==> src/verilog/tsc_pkg.sv <==
// Purpose: Shared constants for the trigger, status and self-test command block
// Assumes: One 100 MHz clock, synchronous active-high reset
// Notes: Notes on behaviour follow
//
// Notes on behaviour
// [RULE1] Status query returns byte, clears nothing
// [RULE2] Bit 6 of query carries master summary
// [RULE3] Serial poll bit 6 is request flag, cleared
// [RULE4] Status byte zeroed only by explicit clearing
// [RULE5] Trigger needs armed, bus source, waiting flag
// [RULE6] Arm by continuous setting or single initiate
// [RULE7] Unarmed trigger: no trigger, no error
// [RULE8] Trigger applies trigger levels, clears waiting flag
// [RULE9] Continuous arm re-arms and sets waiting flag
// [RULE10] Trigger executes only when addressed as listener
// [RULE11] Output off: every bus trigger ignored
// [RULE12] Self test returns zero or failure code
// [RULE13] All subtests run; each failure sets bit
// [RULE14] Codes: ROM 1, RAM 2, storage 4, analog 16
// [RULE15] Codes 32, 64, 128 only under extended query
// [RULE16] Wait command holds later commands until complete
// [RULE17] Pending flag clears on settled and queue empty
package tsc_pkg;
  // ----------------------------------------
  // Status byte layout
  // ----------------------------------------
  localparam int SummaryBit = 6;
  localparam int WaitTrigBit = 5;
  localparam logic [7:0] StatusEnMask = 8'h00BF;
  // ----------------------------------------
  // Self test
  // ----------------------------------------
  localparam int NumSubtests = 7;
  localparam logic [7:0] BasicMask = 8'h0017;
  localparam logic [7:0] ExtMask = 8'h00F7;
  localparam logic [7:0] CodeReset = 8'h0000;
  localparam logic [7:0] LevelReset = 8'h0000;
  // Cycles given to each subtest to report
  localparam int SubtestCycles = 4;
  // ----------------------------------------
  // Command codes
  // ----------------------------------------
  typedef enum logic [2:0] {
    TSC_CMD_NONE, TSC_CMD_STB, TSC_CMD_POLL, TSC_CMD_TRG,
    TSC_CMD_INIT, TSC_CMD_TST, TSC_CMD_DIAG, TSC_CMD_WAI
  } tsc_cmd_t;
endpackage

==> src/verilog/tsc_trigger.sv <==
// Purpose: Arm and fire logic for the bus trigger
// Assumes: Commands arrive as one-cycle pulses
// Notes: Waiting flag equals armed state
`timescale 1ns/1ps
`default_nettype none
module tsc_trigger (
  // Clock and reset
  input  wire logic clock,
  input  wire logic rst,
  input  wire logic clockEn,
  // Control
  input  wire logic initPulse,
  input  wire logic trgPulse,
  input  wire logic continuousArmSetting,
  input  wire logic triggerSourceBus,
  input  wire logic listenerAddressed,
  input  wire logic outputOn,
  // Result
  output logic      fire,
  output logic      waitingForTriggerFlag
);
  logic armedReg;
  logic armedNext;
  logic fireNext;
  logic fireReg;

  always_comb begin
    armedNext = armedReg;
    fireNext = 1'b0;
    if (continuousArmSetting || initPulse) begin
      armedNext = 1'b1; // see [RULE6]
    end
    // Unarmed or ignored triggers do nothing and log nothing
    if (trgPulse && armedReg && triggerSourceBus && listenerAddressed && outputOn) begin
      fireNext = 1'b1; // see [RULE5] see [RULE10] see [RULE11] see [RULE7]
      armedNext = continuousArmSetting; // see [RULE8] see [RULE9]
    end
  end

  always_ff @(posedge clock) begin
    if (rst) begin
      armedReg <= 1'b0;
      fireReg <= 1'b0;
    end else if (clockEn) begin
      armedReg <= armedNext;
      fireReg <= fireNext;
    end
  end

  assign fire = fireReg;
  assign waitingForTriggerFlag = armedReg;
endmodule
`default_nettype wire

==> src/verilog/tsc_selftest.sv <==
// Purpose: Sequences the subtests and collects the error code
// Assumes: Subtest fail inputs valid while the step is selected
// Notes: Every subtest runs; failure never stops the walk
`timescale 1ns/1ps
`default_nettype none
module tsc_selftest (
  // Clock and reset
  input  wire logic       clock,
  input  wire logic       rst,
  input  wire logic       clockEn,
  // Start
  input  wire logic       startBasic,
  input  wire logic       startExt,
  // Subtests
  input  wire logic [7:0] subtestFail,
  output logic [7:0]      subtestSelect,
  // Result
  output logic            busy,
  output logic            done,
  output logic [7:0]      code
);
  logic [7:0] maskReg, maskNext, codeReg, codeNext, selReg, selNext;
  logic [1:0] cntReg, cntNext;
  logic       busyReg, busyNext, doneReg, doneNext;

  always_comb begin
    maskNext = maskReg;
    codeNext = codeReg;
    selNext = selReg;
    cntNext = cntReg;
    busyNext = busyReg;
    doneNext = 1'b0;
    if (!busyReg && (startBasic || startExt)) begin
      maskNext = startExt ? tsc_pkg::ExtMask : tsc_pkg::BasicMask; // see [RULE15]
      codeNext = tsc_pkg::CodeReset;
      selNext = 8'h0001;
      cntNext = 2'h0;
      busyNext = 1'b1;
    end else if (busyReg) begin
      cntNext = cntReg + 2'h1;
      if (cntReg == 2'(tsc_pkg::SubtestCycles - 1)) begin
        // Only enabled bits can fail; bit 3 is never a subtest
        codeNext = codeReg | (subtestFail & selReg & maskReg); // see [RULE13] see [RULE14]
        selNext = {selReg[6:0], 1'b0};
        if (selReg[7]) begin
          busyNext = 1'b0;
          doneNext = 1'b1; // see [RULE12]
        end
      end
    end
  end

  always_ff @(posedge clock) begin
    if (rst) begin
      maskReg <= 8'h0000;
      codeReg <= tsc_pkg::CodeReset;
      selReg <= 8'h0000;
      cntReg <= 2'h0;
      busyReg <= 1'b0;
      doneReg <= 1'b0;
    end else if (clockEn) begin
      maskReg <= maskNext;
      codeReg <= codeNext;
      selReg <= selNext;
      cntReg <= cntNext;
      busyReg <= busyNext;
      doneReg <= doneNext;
    end
  end

  assign subtestSelect = selReg & maskReg;
  assign busy = busyReg;
  assign done = doneReg;
  assign code = codeReg;
endmodule
`default_nettype wire

==> src/verilog/tsc_top.sv <==
// Purpose: Command interpreter for status, trigger, self test and wait
// Assumes: One command pulse at a time while cmdReady is high
// Notes: Wait holds cmdReady low until nothing is pending
`timescale 1ns/1ps
`default_nettype none
module tsc_top (
  // Clock and reset
  input  wire logic                 clock,
  input  wire logic                 rst,
  input  wire logic                 clockEn,
  // Command port
  input  wire logic                 cmdValid,
  input  wire tsc_pkg::tsc_cmd_t    cmdCode,
  output logic                      cmdReady,
  // Status sources
  input  wire logic [7:0]           statusEvents,
  input  wire logic [7:0]           serviceEnable,
  // Trigger configuration
  input  wire logic                 continuousArmSetting,
  input  wire logic                 triggerSourceBus,
  input  wire logic                 listenerAddressed,
  input  wire logic                 outputOn,
  input  wire logic [15:0]          triggerLevelVoltage,
  input  wire logic [15:0]          triggerLevelCurrent,
  // Pending work
  input  wire logic                 outputSettled,
  input  wire logic                 queueEmpty,
  // Subtests
  input  wire logic [7:0]           subtestFail,
  output logic [7:0]                subtestSelect,
  // Responses
  output logic                      respValid,
  output logic [7:0]                respData,
  // Output levels and flags
  output logic                      levelLoad,
  output logic [15:0]               levelVoltage,
  output logic [15:0]               levelCurrent,
  output logic                      waitingForTriggerFlag,
  output logic                      pendingFlag
);
  // ----------------------------------------
  // Command decode
  // ----------------------------------------
  function automatic logic isCmd(input logic v, input tsc_pkg::tsc_cmd_t c,
                                 input tsc_pkg::tsc_cmd_t want);
    isCmd = v && (c == want);
  endfunction

  typedef enum logic [1:0] {TSC_IDLE, TSC_TEST, TSC_HOLD} tsc_state_t;

  tsc_state_t stateReg, stateNext;
  logic       take;
  logic       trgPulse, initPulse, fire, armFlag, stDone;
  logic [7:0] stCode, stSel;
  logic       reqReg, reqNext, summary;
  logic [7:0] statusByte;
  logic       respValidReg, respValidNext, levelLoadReg, levelLoadNext;
  logic [7:0] respDataReg, respDataNext;
  logic [15:0] voltReg, voltNext, currReg, currNext;
  logic       pendReg, pendNext, waitFlagReg, readyReg, readyNext;
  logic [7:0] selReg;

  assign take = cmdValid && readyReg && clockEn;
  assign trgPulse = take && isCmd(cmdValid, cmdCode, tsc_pkg::TSC_CMD_TRG);
  assign initPulse = take && isCmd(cmdValid, cmdCode, tsc_pkg::TSC_CMD_INIT);

  tsc_trigger uTrig (
    .clock                (clock),
    .rst                  (rst),
    .clockEn              (clockEn),
    .initPulse            (initPulse),
    .trgPulse             (trgPulse),
    .continuousArmSetting (continuousArmSetting),
    .triggerSourceBus     (triggerSourceBus),
    .listenerAddressed    (listenerAddressed),
    .outputOn             (outputOn),
    .fire                 (fire),
    .waitingForTriggerFlag(armFlag)
  );

  tsc_selftest uTest (
    .clock        (clock),
    .rst          (rst),
    .clockEn      (clockEn),
    .startBasic   (take && isCmd(cmdValid, cmdCode, tsc_pkg::TSC_CMD_TST)),
    .startExt     (take && isCmd(cmdValid, cmdCode, tsc_pkg::TSC_CMD_DIAG)),
    .subtestFail  (subtestFail),
    .subtestSelect(stSel),
    .busy         (),
    .done         (stDone),
    .code         (stCode)
  );

  // ----------------------------------------
  // Status byte
  // ----------------------------------------
  // Live view of the sources; no read here ever clears them
  assign summary = |(statusEvents & serviceEnable & tsc_pkg::StatusEnMask); // see [RULE2]
  assign statusByte = statusEvents & tsc_pkg::StatusEnMask; // see [RULE4]

  always_comb begin
    stateNext = stateReg;
    readyNext = readyReg;
    reqNext = reqReg;
    respValidNext = 1'b0;
    respDataNext = respDataReg;
    levelLoadNext = 1'b0;
    voltNext = voltReg;
    currNext = currReg;
    pendNext = !(outputSettled && queueEmpty); // see [RULE17]
    // Request flag sets whenever summary is high and stays set until dropped by the poll
    if (summary && !reqReg) begin
      reqNext = 1'b1;
    end
    if (fire) begin
      voltNext = triggerLevelVoltage; // see [RULE8]
      currNext = triggerLevelCurrent;
      levelLoadNext = 1'b1;
    end
    case (stateReg)
      TSC_IDLE: begin
        if (take) begin
          case (cmdCode)
            tsc_pkg::TSC_CMD_STB: begin
              respValidNext = 1'b1;
              respDataNext = statusByte;
              respDataNext[tsc_pkg::SummaryBit] = summary; // see [RULE1] see [RULE2]
            end
            tsc_pkg::TSC_CMD_POLL: begin
              respValidNext = 1'b1;
              respDataNext = statusByte;
              respDataNext[tsc_pkg::SummaryBit] = reqReg; // see [RULE3]
              reqNext = 1'b0; // see [RULE3]
            end
            tsc_pkg::TSC_CMD_TST, tsc_pkg::TSC_CMD_DIAG: begin
              stateNext = TSC_TEST;
              readyNext = 1'b0;
            end
            tsc_pkg::TSC_CMD_WAI: begin
              stateNext = TSC_HOLD; // see [RULE16]
              readyNext = 1'b0;
            end
            default: begin
            end
          endcase
        end
      end
      TSC_TEST: begin
        if (stDone) begin
          respValidNext = 1'b1;
          respDataNext = stCode; // see [RULE12]
          stateNext = TSC_IDLE;
          readyNext = 1'b1;
        end
      end
      TSC_HOLD: begin
        // Released only once no operation or level change is pending
        if (!pendReg && !fire && !levelLoadReg) begin
          stateNext = TSC_IDLE; // see [RULE16] see [RULE17]
          readyNext = 1'b1;
        end
      end
      default: begin
        stateNext = TSC_IDLE;
        readyNext = 1'b1;
      end
    endcase
  end

  always_ff @(posedge clock) begin
    if (rst) begin
      stateReg <= TSC_IDLE;
      readyReg <= 1'b1;
      reqReg <= 1'b0;
      respValidReg <= 1'b0;
      respDataReg <= 8'h0000;
      levelLoadReg <= 1'b0;
      voltReg <= 16'h0000;
      currReg <= 16'h0000;
      pendReg <= 1'b0;
      waitFlagReg <= 1'b0;
      selReg <= 8'h0000;
    end else if (clockEn) begin
      stateReg <= stateNext;
      readyReg <= readyNext;
      reqReg <= reqNext;
      respValidReg <= respValidNext;
      respDataReg <= respDataNext;
      levelLoadReg <= levelLoadNext;
      voltReg <= voltNext;
      currReg <= currNext;
      pendReg <= pendNext;
      waitFlagReg <= armFlag;
      selReg <= stSel;
    end
  end

  assign cmdReady = readyReg;
  assign respValid = respValidReg;
  assign respData = respDataReg;
  assign levelLoad = levelLoadReg;
  assign levelVoltage = voltReg;
  assign levelCurrent = currReg;
  assign waitingForTriggerFlag = waitFlagReg;
  assign pendingFlag = pendReg;
  assign subtestSelect = selReg;
endmodule
`default_nettype wire

==> config.mk <==
export PLATFORM = sky130hd
export DESIGN_NAME = tsc_top
export DESIGN_NICKNAME = d
export VERILOG_FILES = /design/src/verilog/tsc_pkg.sv /design/src/verilog/tsc_trigger.sv /design/src/verilog/tsc_selftest.sv /design/src/verilog/tsc_top.sv
export SDC_FILE = /design/constraint.sdc
export NUM_CORES = 1
export LEC_CHECK = 0
export ABC_AREA = 1
export BUFFER_PORTS_ARGS = -buffer_cell sky130_fd_sc_hd__buf_2
export CORE_AREA = 5 5 92 94
export CTS_CLUSTER_SIZE = 12
export DETAILED_ROUTE_END_ITERATION = 12
export DIE_AREA = 0 0 97 99
export PLACE_DENSITY = 0.81
export SKIP_CTS_REPAIR_TIMING = 1
export SLEW_MARGIN = 20
export SYNTH_ARGS = -nofsm -noshare
export SYNTH_HDL_FRONTEND = slang
export SYNTH_SLANG_ARGS = --single-unit
export TNS_END_PERCENT = 20
==> constraint.sdc <==
create_clock -name clock -period 1.5 [get_ports clock]
set_input_delay 0.075 -clock clock [delete_from_list [all_inputs] [get_ports clock]]
set_output_delay 0.075 -clock clock [all_outputs]
set_load 0.05 [all_outputs]
## Word level (Yosys, flattened, before mapping)

Index checks and enable logic that the tools add are counted.

- Add/subtract/negate cells: 1
- Equal/unequal tests: 16
- Mux-type cells: 43
- Bitwise gates (word level): 5
- Reductions and logical operators: 44

Operator list:

| operator | number |
|---|---|
| $mux W8 | 9 |
| $and A8 B8 Y8 | 4 |
| $pmux W8 S2 | 2 |
| $mux W1 | 23 |
| $logic_and A1 B1 Y1 | 19 |
| $reduce_and A5 Y1 | 3 |
| $eq A3 B3 Y1 const B | 4 |
| $mux W2 | 5 |
| $or A8 B8 Y8 | 1 |
| $reduce_and A2 Y1 | 4 |
| $reduce_bool A2 Y1 | 4 |
| $reduce_or A7 Y1 | 1 |
| $eq A3 B2 Y1 const B | 2 |
| $logic_not A1 Y1 | 6 |
| $ne A2 B2 Y1 const B | 3 |
| $ne A3 B1 Y1 const B | 2 |
| $pmux W2 S3 | 1 |
| $eq A2 B2 Y1 const B | 2 |
| $pmux W2 S2 | 1 |
| $reduce_or A2 Y1 | 2 |
| $eq A3 B1 Y1 const B | 1 |
| $pmux W1 S3 | 1 |
| $reduce_and A3 Y1 | 1 |
| $reduce_or A3 Y1 | 1 |
| 6 further kinds | 7 |

- Register bits after elaboration: 86
- Input port bits: 69
- Output and inout port bits: 53
- Logic and storage cells: 128

## Depth between registers and ports, before layout

- Depth after elaboration: 9
- Mapped depth: 10
- Mapped depth without buffers: 10

## Modules after synthesis

A second synthesis with hierarchy kept.

- Cells, all modules: 522
- Area total of the unflattened synthesis: 3515.9 sq um

By module, submodules not included:

| module | instances | cells each | area each (sq um) | sequential area each (sq um) |
|---|---|---|---|---|
| tsc_top | 1 | 322 | 2254.7 | 1121.1 |
| tsc_selftest | 1 | 181 | 1142.3 | 420.4 |
| tsc_trigger | 1 | 19 | 118.9 | 40.0 |

## Least setup slack after synthesis

No wires, ideal clock.

- Path type: flip-flop to flip-flop
- Start: register readyReg (netlist: cmdReady)
- End: register uTest.selReg[1]
- Library setup time: 0.072 ns
- Arrival time: 1.437 ns
- Data required time: 1.428 ns
- Slack: -0.009 ns
- Stages on the path, launching flop included: 8
- Buffers on the path: 1
- Period minus slack after synthesis: 1.509 ns
- Cell sequence: dfxtp_1 -> nand3_4 -> nor2_8 -> nand2_4 -> nand2_8 -> buf_8 -> nand4_1 -> a21oi_1

- Cells in the longest elaborated chain, start to end: 7
- Elaborated cells between the ends (all ways): 10
- Classes of those cells: 1 x mux; 9 x reduce/logical

Ends and longest elaborated chain:

| what | line | source |
|---|---|---|
| start: declaration | tsc_top.sv:60 | `logic pendReg, pendNext, waitFlagReg, readyReg, readyNext;` |
| start signal: assignment | tsc_top.sv:185 | `readyReg <= readyNext;` |
| $logic_and A1 B1 Y1 (*) (2 in a row) | tsc_top.sv:63 | `assign take = cmdValid && readyReg && clockEn;` |
| $logic_and A1 B1 Y1, on equally long branches | tsc_top.sv:85, tsc_top.sv:86 |  |
| $logic_or A1 B1 Y1 (*) | tsc_selftest.sv:33 | `if (!busyReg && (startBasic \|\| startExt)) begin` |
| $logic_and A1 B1 Y1 (*) | tsc_selftest.sv:33 |  |
| $reduce_bool A2 Y1 (no line) | n/a |  |
| $reduce_and A3 Y1 (no line) | n/a |  |
| end signal: assignment | tsc_selftest.sv:64 | `selReg <= selNext;` |
| end: declaration | tsc_selftest.sv:22 | `logic [7:0] maskReg, maskNext, codeReg, codeNext, selReg, selNext;` |

Mark *: on every way between the ends. The rest lies on a longest branch, timed or not.
A chain may end at the register's enable or synchronous reset.

## Worst setup path in the final report

- Start: register uTest.cntReg[0]
- End: register uTest.selReg[5]

- Cells in the longest elaborated chain, start to end: 3

Ends and longest elaborated chain:

| what | line | source |
|---|---|---|
| start: declaration | tsc_selftest.sv:23 | `logic [1:0] cntReg, cntNext;` |
| start signal: assignment | tsc_selftest.sv:65 | `cntReg <= cntNext;` |
| $eq A2 B2 Y1 | tsc_selftest.sv:41 | `if (cntReg == 2'(tsc_pkg::SubtestCycles - 1)) begin` |
| $reduce_bool A2 Y1 (no line) | n/a |  |
| $reduce_and A3 Y1 (no line) | n/a |  |

No other way between the ends.

==> flow_summary.yaml <==
status:
  run_status: "complete, but fails checks"
  violations: "negative hold slack"
final_layout:
  final_cell_mix: "buf_2, nor2_1, nand2_1"
  multi_input_area_sq_mm: 0.00141
  fin_nets: 622
  layout_commonest_cell: "buf_2"
  seqCellArea_sq_mm: 0.00156
  fill_cells: 717
  drive_above_1_share_pct: 28.7
  syn2layout_area_growth_pct: 29.6
  diodes: 0
logic_synthesis:
  ys_warn_count: 0
  synth_compound_area_share_pct: 15.6
  synth-simple-area-share_pct: 27.4
  synthAdderAreaFrac_pct: 0.386
  synth-seq-cells: 78
  post_synth.cell_area_avg_sq_um: 7.52
  yosysSeqAreaShare_pct: 48.2
  synthXorXnorAreaFrac_pct: 0
  syn_area_sq_mm: 0.00324
  ys_types: 34
  syn_inst: 431
  muxShareOfSynthArea_pct: 0
  synth_nets: 501
  synth_top_family_by_area: "simple AND/OR/NAND/NOR gates"
detailed_routing:
  drt_iter0_drc: 135
  wl_per_cell_um: 12.6
  dr.pass1.iters: 6
  drc: 0
  ant_nets: 0
  wirelength_mm: 8.33
  via_count: 3202
  viasPerCell: 4.86
placement:
  dpl.hpwl_mm: 6.21
  place_ws_ns: 0.0862
  gp_congestion: 0.855
  port_buffers: 117
global_routing:
  grt_pass1_wl_mm: 13.4
  grt.overflow.total: 0
  grt_pass1_vias: 3011
  grt_max_degree: 34
  grt_use_total_pct: 16.9
  grt_antenna_before_repair: 0
cts:
  clkTransAtPathRegs_ns: 0.08
  cts_buffer_depth: 2
  cts_root_buf: "clkbuf_8"
  clock_sinks: 78
  cts_htree_levels: 3
  worstSkewPairLatency_ns: 0.35
  cts_buffers: 9
  cts_tree: "done"
hold_path:
  hold_depth: 3
  min_to: "levelCurrent[11]$_SDFFE_PP0P_"
  min_from: "triggerLevelCurrent[11]"
  hold_class: "input port to register"
floorplanning:
  rows: 32
  ios: 122
  core_area_sq_mm: 0.00757
  die_area_sq_mm: 0.00960
  die_width_um: 97
  fp.dieH_um: 99
  start_util_pct: 42.8
power:
  ir_drop_v: 0.000477
  pwr-share-clk_pct: 39.4
  p_per_area_mw_per_mm2: 1040
  p_comb_share_pct: 11.7
  p_leak_nw: 1.99
  p_seq_share_pct: 48.9
  p_int_w: 0.00323
  p_sw_w: 0.00114
  swShare_pct: 26.0
sta:
  rsz0062_at_grt: "false"
  clock.fmax_mhz: 714
  tns_ns: 0
  fin_crit_ns: 1.40
  period_share_pct: 93.3
  clock_skew_ns: 0.00836
  finalHoldViolCount: 7
  setup_ws_ns: 0.0999
  drv_slew: 0
  hold_ws_ns: -0.0132
  setup_viol: 0
critical_path:
  r2r_cells: 5
  timing.rr.end: "uTest.selReg[5]$_SDFFE_PP0P_"
  critPathCaptureType: "register"
  worstReg2RegStart: "uTest.cntReg[0]$_SDFFE_PP0P_"
  arrival_ns: 1.68
  r2r_slack_ns: 0.1
  startpoint_type: "register"
  crit_fanout: 15
  crit_type: "register to register"
  crit_required_ns: 1.78
flow_run:
  cap_viol_max_count: 0
==> power by group through the flow <==
| stage | sequential, W | combinational, W | clock, W |
|---|---|---|---|
| floorplan | 0.00226 | 0.000251 | 0 |
| global placement | 0.00218 | 0.000477 | 0 |
| detailed placement | 0.00218 | 0.000487 | 0 |
| CTS | 0.00214 | 0.000490 | 0.00177 |
| global route | 0.00214 | 0.000563 | 0.00186 |
| finish | 0.00214 | 0.000510 | 0.00172 |
==> layout make-up <==
cell class,count,share of cell area [%]
Tap cell,102,3.04
Multi-Input combinational cell,292,33.5
Timing Repair Buffer,132,17.5
Sequential cell,78,37.2
Clock buffer,9,2.95
Inverter,39,3.55
Clock inverter,7,2.26
==> synth_stat cells, drive strengths merged <==
cell    count  area (sq um)
nand3b      1          7.51
a21o        1          7.51
inv        39           149
conb        1          3.75
nand3       7          65.1
dfxtp      78          1560
buf        10          76.3
or2         1          6.26
nor3        4          20.0
ha          1          12.5
a31oi       1          6.26
o21ai      51           255
a211oi      1          7.51
clkbuf     12          46.3
a21oi      41           228
nand2      82           339
nor2       84           349
nand4      16           100
==> per-layer routing <==
| layer | part of all wire [%] | GRT usage [%] | vias to the layer above |
|---|---|---|---|
| li1 | - | - | 1632 |
| met1 | 43 | 20.6 | 1416 |
| met2 | 48 | 28.4 | 138 |
| met3 | 7.8 | 4.95 | 16 |
| met4 | 1.6 | 6.26 | 0 |
| met5 | 0 | 0 | - |
==> critical path, stage by stage (launching register included) <==
cell and delay, ns:
dfxtp_1 0.33, ha_1 0.20, or2_2 0.43, nand2_4 0.16, nand2_1 0.08, a21oi_1 0.14
==> state kept, by name, summed over array words and instances (netlist names), 2 cells and up <==
register and cells:
stateReg 2, subtestSelect 7, levelVoltage 16, uTest.cntReg 2, levelCurrent 16, respData 8
uTest.maskReg 2, uTest.selReg 8, uTest.code 7
==> how the worst max path moves through the flow <==
stage / slack, ns / end / startpoint
global route: 0.03 / uTest.selReg[2]$_SDFFE_PP0P_ / uTest.cntReg[0]$_SDFFE_PP0P_
global placement: 0.13 / uTest.selReg[7]$_SDFFE_PP0P_ / uTest.cntReg[0]$_SDFFE_PP0P_
finish: 0.1 / uTest.selReg[5]$_SDFFE_PP0P_ / uTest.cntReg[0]$_SDFFE_PP0P_
CTS: 0.07 / uTest.selReg[5]$_SDFFE_PP0P_ / uTest.cntReg[0]$_SDFFE_PP0P_
detailed placement: 0.09 / uTest.selReg[5]$_SDFFE_PP0P_ / uTest.cntReg[0]$_SDFFE_PP0P_
floorplan: 0.20 / uTest.selReg[1]$_SDFFE_PP0P_ / uTest.cntReg[0]$_SDFFE_PP0P_
==> through the flow <==
| step | util, % | power (W) | hold WS, ns | instances | instance area (sq um) |
|---|---|---|---|---|---|
| floorplan | - | 0.00251 | 0.144 | 431 | 3240 |
| global placement | 51.4 | 0.00266 | 0.269 | 634 | 3890 |
| detailed placement | 51.4 | 0.00267 | 0.283 | 634 | 3890 |
| CTS | 54.3 | 0.00440 | -0.0982 | 650 | 4110 |
| global route | 55.5 | 0.00456 | 0.00348 | 659 | 4200 |
| finish | 55.5 | 0.00436 | -0.0132 | 659 | 4200 |
==> cell families after synthesis <==
family	after synthesis
flops	78
other cells	1
simple gates	195
buf+inv	61
fa+ha+maj	1
compound gates	95
(Power assumes the default switching activity.)
